===== config.mk =====
export PLATFORM = sky130hd
export DESIGN_NAME = cwd_config_word_decoder
export DESIGN_NICKNAME = d
export VERILOG_FILES = /design/src/cwd_pkg.sv /design/src/cwd_config_word_decoder.sv
export VERILOG_INCLUDE_DIRS = /design/src /design/src/src
export SDC_FILE = /design/constraint.sdc
export NUM_CORES = 1
export LEC_CHECK = 0
export BUFFER_PORTS_ARGS = -buffer_cell sky130_fd_sc_hd__buf_2
export CORE_MARGIN = 4
export CORE_UTILIZATION = 35
export CTS_CLUSTER_SIZE = 30
export DETAILED_ROUTE_END_ITERATION = 8
export PLACE_DENSITY_LB_ADDON = 0.3
export SLEW_MARGIN = 20
export SYNTH_ARGS = -nofsm -noshare
export SYNTH_HDL_FRONTEND = slang
export SYNTH_SLANG_ARGS = --single-unit

===== constraint.sdc =====
create_clock -name clk_sys -period 2.85 [get_ports clk_sys]
set_input_delay 0.285 -clock clk_sys [delete_from_list [all_inputs] [get_ports clk_sys]]
set_output_delay 0.285 -clock clk_sys [all_outputs]
set_load 0.1 [all_outputs]

===== src/cwd_cfg.svh =====
`ifndef CWD_CFG_SVH
`define CWD_CFG_SVH
// Register offsets on the AXI4-Lite bus
`define CWD_OFS_CFGWORD 4'h0
`define CWD_OFS_SETTINGS 4'h4
`define CWD_OFS_NVWORD 4'h8
// Field positions in the configuration word
`define CWD_BIT_PROT_HI 5
`define CWD_BIT_PROT_LO 4
`define CWD_BIT_RESV 11
`define CWD_BIT_UNIMP 10
`define CWD_BIT_SELF_WR 9
`define CWD_BIT_DATA_PROT 8
`define CWD_BIT_LVP 7
`define CWD_BIT_BOR 6
`define CWD_BIT_POWERUP_TIMER_N 3
`define CWD_BIT_OSC_HI 1
`define CWD_BIT_OSC_LO 0
// Field encodings
`define CWD_PROT_OFF 2'h3
`define CWD_PROT_LOW 2'h0
`define CWD_OSC_RC 2'h3
`define CWD_OSC_HS 2'h2
`define CWD_OSC_LP 2'h0
`define CWD_PROT_LIMIT 13'h07ff
// Settings register bit positions
`define CWD_SET_PROT_EN 0
`define CWD_SET_SELF_WR 1
`define CWD_SET_DATA_PROT 2
`define CWD_SET_LVP 3
`define CWD_SET_BOR 4
`define CWD_SET_POWERUP_TIMER 5
`define CWD_SET_OSC_LO 6
`define CWD_SET_OSC_HI 7
`define CWD_SET_FAULT 8
// Bus responses
`define CWD_RESP_OKAY 2'h0
`define CWD_RESP_SLVERR 2'h2
// Timing and reset values
`define CWD_FILL_LAST 2'h3
`define CWD_WORD_RST 14'h3fff
`define CWD_SET_RST 9'h025
`endif


===== src/cwd_pkg.sv =====
package cwd_pkg;
   typedef enum logic [1:0] {CWD_OSC_LOW_POWER, CWD_OSC_UNUSED, CWD_OSC_HIGH_SPEED,
      CWD_OSC_RC} cwd_osc_t;
   typedef enum logic {CWD_LOAD, CWD_HOLD} cwd_state_t;
endpackage


===== src/cwd_config_word_decoder.sv =====
`include "cwd_cfg.svh"
// What this block does
// - Bits 5-4: 11 leaves code unprotected, 00 protects 0000h-07FFh, 10 and 01 unsupported.
// - Bit 10 is unimplemented and always reads back as one.
// - Bit 9 at one allows memory-control writes to unprotected program memory; zero blocks.
// - Bit 8 at zero protects the data EEPROM, at one leaves it unprotected.
// - Bit 7 at one gives the shared port pin its low-voltage programming entry function.
// - Bit 6 at one enables brown-out reset.
// - Bits 1-0 pick RC at 11, high-speed crystal at 10, low-power crystal at 00.
// - Brown-out reset enabled forces the power-up timer on.
module cwd_config_word_decoder (
   input wire logic clk_sys, // Core clock, 125 MHz
   input wire logic rstn, // Asynchronous reset, active low
   input wire logic [13:0] nv_word, // Nonvolatile configuration word
   input wire logic [12:0] prog_wr_addr, // Program address of a self-write request
   input wire logic prog_wr_req, // Self-write request from memory control
   output logic prog_wr_allow, // Self-write request may proceed
   output logic prog_protect_hi, // Protection field high bit
   output logic prog_protect_lo, // Protection field low bit
   output logic prog_protect_active, // Program memory 0000h-07FFh protected
   output logic self_write_enable, // Self-write permitted
   output logic data_mem_protect, // Data EEPROM protected
   output logic low_volt_prog_enable, // Shared pin acts as programming entry
   output logic prog_entry_pin_function, // Shared port pin in programming-entry role
   output logic brownout_enable, // Brown-out reset enabled
   output logic powerup_timer_on, // Effective power-up timer enable
   output cwd_pkg::cwd_osc_t osc_select, // Selected oscillator
   output logic config_fault, // Unsupported protection encoding or reserved bit clear
   input wire logic [3:0] s_axi_awaddr, // AXI write address
   input wire logic s_axi_awvalid, // AXI write address valid
   output logic s_axi_awready, // AXI write address ready
   input wire logic [31:0] s_axi_wdata, // AXI write data
   input wire logic [3:0] s_axi_wstrb, // AXI write strobes
   input wire logic s_axi_wvalid, // AXI write data valid
   output logic s_axi_wready, // AXI write data ready
   output logic [1:0] s_axi_bresp, // AXI write response
   output logic s_axi_bvalid, // AXI write response valid
   input wire logic s_axi_bready, // AXI write response ready
   input wire logic [3:0] s_axi_araddr, // AXI read address
   input wire logic s_axi_arvalid, // AXI read address valid
   output logic s_axi_arready, // AXI read address ready
   output logic [31:0] s_axi_rdata, // AXI read data
   output logic [1:0] s_axi_rresp, // AXI read response
   output logic s_axi_rvalid, // AXI read response valid
   input wire logic s_axi_rready // AXI read response ready
);
   // ----------------------------------------------------------------
   // Reset release
   // ----------------------------------------------------------------
   // Internal reset leaves on a clock edge so no flop sees a runt release
   logic rst_meta_reg;
   logic rst_sync_reg;
   always_ff @(posedge clk_sys or negedge rstn)
   begin
      if (!rstn)
      begin
         rst_meta_reg <= 1'b0;
         rst_sync_reg <= 1'b0;
      end
      else
      begin
         rst_meta_reg <= 1'b1;
         rst_sync_reg <= rst_meta_reg;
      end
   end
   logic rst_n;
   assign rst_n = rst_sync_reg;

   // ----------------------------------------------------------------
   // Word sampling
   // ----------------------------------------------------------------
   // The nonvolatile word comes from outside the clock domain
   logic [13:0] nv_meta_reg;
   logic [13:0] nv_sync_reg;
   always_ff @(posedge clk_sys or negedge rst_n)
   begin
      if (!rst_n)
      begin
         nv_meta_reg <= 14'h0000;
         nv_sync_reg <= 14'h0000;
      end
      else
      begin
         nv_meta_reg <= nv_word;
         nv_sync_reg <= nv_meta_reg;
      end
   end

   // Captures once after the synchroniser has filled, then holds
   cwd_pkg::cwd_state_t state_reg;
   cwd_pkg::cwd_state_t state_next;
   logic [1:0] fill_reg;
   logic [1:0] fill_next;
   logic [13:0] word_reg;
   logic [13:0] word_next;
   always_comb
   begin
      state_next = state_reg;
      fill_next = fill_reg;
      word_next = word_reg;
      unique case (state_reg)
         cwd_pkg::CWD_LOAD:
         begin
            if (fill_reg == `CWD_FILL_LAST)
            begin
               word_next = nv_sync_reg;
               word_next[`CWD_BIT_UNIMP] = 1'b1;
               state_next = cwd_pkg::CWD_HOLD;
            end
            else
            begin
               fill_next = fill_reg + 2'h1;
            end
         end
         cwd_pkg::CWD_HOLD:
         begin
            state_next = cwd_pkg::CWD_HOLD;
         end
      endcase
   end
   always_ff @(posedge clk_sys or negedge rst_n)
   begin
      if (!rst_n)
      begin
         state_reg <= cwd_pkg::CWD_LOAD;
         fill_reg <= 2'h0;
         word_reg <= `CWD_WORD_RST;
      end
      else
      begin
         state_reg <= state_next;
         fill_reg <= fill_next;
         word_reg <= word_next;
      end
   end

   // ----------------------------------------------------------------
   // Field decoding
   // ----------------------------------------------------------------
   // Codes 10 and 01 count as protected, the safe side, and raise a fault
   function automatic logic prot_is_on(input logic [1:0] code);
      return code != `CWD_PROT_OFF;
   endfunction

   function automatic logic prot_is_bad(input logic [1:0] code);
      return (code != `CWD_PROT_OFF) && (code != `CWD_PROT_LOW);
   endfunction

   function automatic logic in_low_block(input logic [12:0] a);
      return a <= `CWD_PROT_LIMIT;
   endfunction

   // ----------------------------------------------------------------
   // Decode
   // ----------------------------------------------------------------
   logic [1:0] prot_field;
   logic [1:0] osc_field;
   logic loaded;
   assign loaded = (state_reg == cwd_pkg::CWD_HOLD);
   assign prot_field = {word_reg[`CWD_BIT_PROT_HI], word_reg[`CWD_BIT_PROT_LO]};
   assign osc_field = {word_reg[`CWD_BIT_OSC_HI], word_reg[`CWD_BIT_OSC_LO]};

   logic [8:0] set_next;
   logic [8:0] set_reg;
   always_comb
   begin
      set_next = '0;
      // Unsupported protection codes are treated as protected, the safe side
      set_next[`CWD_SET_PROT_EN] = prot_is_on(prot_field);
      set_next[`CWD_SET_SELF_WR] = word_reg[`CWD_BIT_SELF_WR];
      set_next[`CWD_SET_DATA_PROT] = ~word_reg[`CWD_BIT_DATA_PROT];
      set_next[`CWD_SET_LVP] = word_reg[`CWD_BIT_LVP];
      set_next[`CWD_SET_BOR] = word_reg[`CWD_BIT_BOR];
      set_next[`CWD_SET_POWERUP_TIMER] = ~word_reg[`CWD_BIT_POWERUP_TIMER_N]
         | word_reg[`CWD_BIT_BOR];
      set_next[`CWD_SET_OSC_HI] = osc_field[1];
      set_next[`CWD_SET_OSC_LO] = osc_field[0];
      set_next[`CWD_SET_FAULT] = prot_is_bad(prot_field)
         || !word_reg[`CWD_BIT_RESV];
      if (!loaded)
      begin
         set_next = set_reg;
      end
   end
   // Safe defaults until the word is loaded: protected, no self-write, timer on
   always_ff @(posedge clk_sys or negedge rst_n)
   begin
      if (!rst_n)
      begin
         set_reg <= `CWD_SET_RST;
      end
      else
      begin
         set_reg <= set_next;
      end
   end

   assign prog_protect_hi = word_reg[`CWD_BIT_PROT_HI];
   assign prog_protect_lo = word_reg[`CWD_BIT_PROT_LO];
   assign prog_protect_active = set_reg[`CWD_SET_PROT_EN];
   assign self_write_enable = set_reg[`CWD_SET_SELF_WR];
   assign data_mem_protect = set_reg[`CWD_SET_DATA_PROT];
   assign low_volt_prog_enable = set_reg[`CWD_SET_LVP];
   assign prog_entry_pin_function = set_reg[`CWD_SET_LVP];
   assign brownout_enable = set_reg[`CWD_SET_BOR];
   assign powerup_timer_on = set_reg[`CWD_SET_POWERUP_TIMER];
   assign osc_select = cwd_pkg::cwd_osc_t'({set_reg[`CWD_SET_OSC_HI], set_reg[`CWD_SET_OSC_LO]});
   assign config_fault = set_reg[`CWD_SET_FAULT];

   // Self-write gate: needs permission and an address outside the protected range
   always_comb
   begin
      prog_wr_allow = 1'b0;
      if (prog_wr_req && set_reg[`CWD_SET_SELF_WR])
      begin
         prog_wr_allow = !(set_reg[`CWD_SET_PROT_EN] && in_low_block(prog_wr_addr));
      end
   end

   // ----------------------------------------------------------------
   // AXI4-Lite slave
   // ----------------------------------------------------------------
   // All registers are read-only; writes are answered SLVERR
   // Ready drops while a response waits, so one of each is under way
   logic aw_got_reg;
   logic aw_got_next;
   logic w_got_reg;
   logic w_got_next;
   logic bvalid_reg;
   logic bvalid_next;
   logic rvalid_reg;
   logic rvalid_next;
   logic [31:0] rdata_reg;
   logic [31:0] rdata_next;
   logic [1:0] rresp_reg;
   logic [1:0] rresp_next;

   assign s_axi_awready = !aw_got_reg && !bvalid_reg;
   assign s_axi_wready = !w_got_reg && !bvalid_reg;
   assign s_axi_arready = !rvalid_reg;

   always_comb
   begin
      aw_got_next = aw_got_reg || (s_axi_awvalid && s_axi_awready);
      w_got_next = w_got_reg || (s_axi_wvalid && s_axi_wready);
      bvalid_next = bvalid_reg;
      if (bvalid_reg && s_axi_bready)
      begin
         bvalid_next = 1'b0;
      end
      else if (aw_got_next && w_got_next && !bvalid_reg)
      begin
         bvalid_next = 1'b1;
         aw_got_next = 1'b0;
         w_got_next = 1'b0;
      end
      rvalid_next = rvalid_reg;
      rdata_next = rdata_reg;
      rresp_next = rresp_reg;
      if (rvalid_reg && s_axi_rready)
      begin
         rvalid_next = 1'b0;
      end
      else if (s_axi_arvalid && !rvalid_reg)
      begin
         rvalid_next = 1'b1;
         rresp_next = `CWD_RESP_OKAY;
         rdata_next = 32'h0000_0000;
         unique case (s_axi_araddr)
            `CWD_OFS_CFGWORD: rdata_next = {18'h00000, word_reg};
            `CWD_OFS_SETTINGS: rdata_next = {23'h000000, set_reg};
            `CWD_OFS_NVWORD: rdata_next = {18'h00000, nv_sync_reg};
            default: rresp_next = `CWD_RESP_SLVERR;
         endcase
      end
   end
   always_ff @(posedge clk_sys or negedge rst_n)
   begin
      if (!rst_n)
      begin
         aw_got_reg <= 1'b0;
         w_got_reg <= 1'b0;
         bvalid_reg <= 1'b0;
         rvalid_reg <= 1'b0;
         rdata_reg <= 32'h0000_0000;
         rresp_reg <= 2'h0;
      end
      else
      begin
         aw_got_reg <= aw_got_next;
         w_got_reg <= w_got_next;
         bvalid_reg <= bvalid_next;
         rvalid_reg <= rvalid_next;
         rdata_reg <= rdata_next;
         rresp_reg <= rresp_next;
      end
   end
   assign s_axi_bvalid = bvalid_reg;
   assign s_axi_bresp = `CWD_RESP_SLVERR;
   assign s_axi_rvalid = rvalid_reg;
   assign s_axi_rdata = rdata_reg;
   assign s_axi_rresp = rresp_reg;
endmodule


==> results.json <==
{
  "status": "complete, no violations",
  "clk_latency_ns": 0.34,
  "p_leak_nw": 1.57,
  "rows": 32,
  "met1_length_um": 2380,
  "nNetsFinal": 354,
  "avgSynthCellArea_sq_um": 13.6,
  "multi_input_area_sq_um": 808,
  "setup_violations": 0,
  "globalplace.congestion": 0.708,
  "fillCellCount": 738,
  "hold_violations": 0,
  "vias_per_cell": 4.50,
  "crit_type": "register to register",
  "clockBufferDepth": 2,
  "r2r_setup_slack_ns": 1.03,
  "post_cts_buffers": 0,
  "area_growth_pct": 17.7,
  "dp.cells": 363,
  "route.met2.wl_um": 2460,
  "netlist_top_cells_count": "dfrtp_1 (58), buf_4 (24), mux2_2 (19)",
  "fin_skew_ns": 0.00655,
  "ys.flop_type": "dfrtp_1",
  "synthArstFlopShare_pct": 100,
  "yosysWarnings": 0,
  "overflow": 0,
  "io_buffers": 60,
  "ys_types": 30,
  "cts_buffers": 9,
  "seqCellArea_sq_mm": 0.00187,
  "cp.required_ns": 3.12,
  "yosysSeqAreaShare_pct": 65.8,
  "netlist_top_cells_area": "dfrtp_1 (51%), dfstp_2 (15%), mux2_2 (7.5%), buf_4 (6.3%), a222oi_1 (2.8%)",
  "critPathMaxFanout": 14,
  "cap_violations": 0,
  "die_h_um": 98.1,
  "timing.setup.tns_ns": 0,
  "clkTransAtPathRegs_ns": 0.08,
  "cp-end-kind": "register",
  "layout-drive-gt1-share_pct": 41.0,
  "cts_root_buf": "clkbuf_8",
  "dr_total_vias": 1710,
  "die_w_um": 98.1,
  "drt_iter0_drc": 71,
  "routed_wl_um": 5400,
  "synth_top_area_share_pct": 51.0,
  "start_util_pct": 36.4,
  "design.die.area_sq_mm": 0.00963,
  "rsz0062_at_grt": "no",
  "top_layer_used": "met4",
  "power_density_mw_per_mm2": 804,
  "grt_pass1_vias": 1732,
  "synth_top_cell_by_area": "dfrtp_1",
  "cts.htree.levels": 3,
  "hold_path.class": "primary input to register",
  "cts.sinks": 74,
  "grtUsageTotal_pct": 11.8,
  "wl_met3_um": 429,
  "grt_pass1_wl_um": 8760,
  "post_drt_wl_per_cell_um": 14.2,
  "diodes": 0,
  "cts_tree": "yes",
  "fin_util_pct": 42.9,
  "cp.arrival_ns": 2.08,
  "ios": 133,
  "yosysMostFrequentCell": "dfrtp_1",
  "max_freq_ghz": 0.550,
  "grt_max_degree": 38,
  "antenna_found_initial": 0,
  "ant_nets": 0,
  "peakVddDrop_uv": 723,
  "coreArea_sq_mm": 0.00781,
  "instances_no_fill": 380,
  "synth_edf_count": 0,
  "slew_viol_final": 0,
  "synthesis.area_sq_mm": 0.00284,
  "first_pass_iters": 4,
  "netlist_instances": 209,
  "dp_hpwl_um": 3670,
  "fin_crit_ns": 1.82,
  "cts_resized": 0,
  "worstMarginPinSlew_ns": 0.803,
  "start_kind": "register",
  "drc": 0,
  "finalCritPeriodShare_pct": 63.7,
  "cts-hold-fix-buffers": 1,
  "maxSlewHeadroom_pct": 46.3,
  "synth-seq-cells": 74
}
## per-stage QoR
stage                     area [sq um]  power (mW)  setup slack, ns  hold WS, ns
final                             3350        2.69             1.03       0.0449
after global routing              3350        2.80            0.891       0.0203
after CTS                         3350        2.73            0.962       0.0225
after detailed placement          3150        1.95            0.985       0.0744
after global placement            3150        1.94             1.00       0.0702
after floorplan                   2920        1.85           0.0394      -0.0106
## cell usage in the layout (no fill, tap or decap), types with 2 or more instances in the layout
cell type   n
nor2_1      9
nor2b_1     4
o21ai_1     8
ha_1        2
dfrtp_1    57
a222oi_1    8
o22a_1      2
mux2i_1     6
a21oi_1     2
nand2_1    16
dfstp_2    16
inv_1       6
a31oi_1     2
conb_1     22
clkinv_2    4
clkbuf_8    9
mux2_2     19
o21ai_0     7
nand2b_1    3
buf_2      60
nor3_1      2
## report_power, final
| group | internal [mW] | switching, mW | leakage, nW |
|---|---|---|---|
| clock | 0.398 | 0.370 | 0.0958 |
| sequential | 1.13 | 0.0664 | 0.863 |
| combinational | 0.109 | 0.614 | 0.614 |
## worst max-delay path, stage by stage, from the launching register on
cell      delay (ns)
dfrtp_1         0.68
nand2b_1        0.64
mux2_2          0.41
## per-layer routing
metal  GRT usage, %  vias up
li1               -      809
met3           4.00       11
met1           14.6      824
met2           18.4       66
met5              0        -
met4           5.99        0
## layout make-up
| type | instances | area share (%) |
|---|---|---|
| Timing Repair Buffer | 62 | 9.87 |
| Tap cell | 102 | 3.81 |
| Clock buffer | 10 | 3.81 |
| Sequential cell | 74 | 56.0 |
| Multi-Input combinational cell | 120 | 24.1 |
| Clock inverter | 6 | 1.72 |
| Inverter | 6 | 0.673 |
## kinds of logic (layout without fill, tap and decap cells)
logic type / Yosys count / in the layout / synth area share [%]
compound gates: 34 / 34 / 8.27
other cells: 2 / 22 / 0.264
flops: 74 / 74 / 65.8
fa+ha+maj: 2 / 2 / 0.880
xor+xnor: 1 / 1 / 0.308
simple gates: 36 / 36 / 6.42
buf+inv: 35 / 84 / 8.40
mux: 25 / 25 / 9.64
## path summary, 6_finish.rpt
path,start,to,cells past startpoint
worst max-delay path,loaded$_DFF_PN0_,word_reg[7]$_DFFE_PN1P_,2
worst min-delay path,nv_word[4],nv_meta_reg[4]$_DFF_PN0_,1
worst max register to register,loaded$_DFF_PN0_,word_reg[7]$_DFFE_PN1P_,2
worst min register to register,nv_meta_reg[9]$_DFF_PN0_,nv_sync_reg[9]$_DFF_PN0_,0
max in group asynchronous,rst_n$_DFF_PN0_,word_reg[6]$_DFFE_PN1P_,1
min in group asynchronous,rstn,rst_n$_DFF_PN0_,2
No activity file was read; power rests on OpenSTA's default activity.
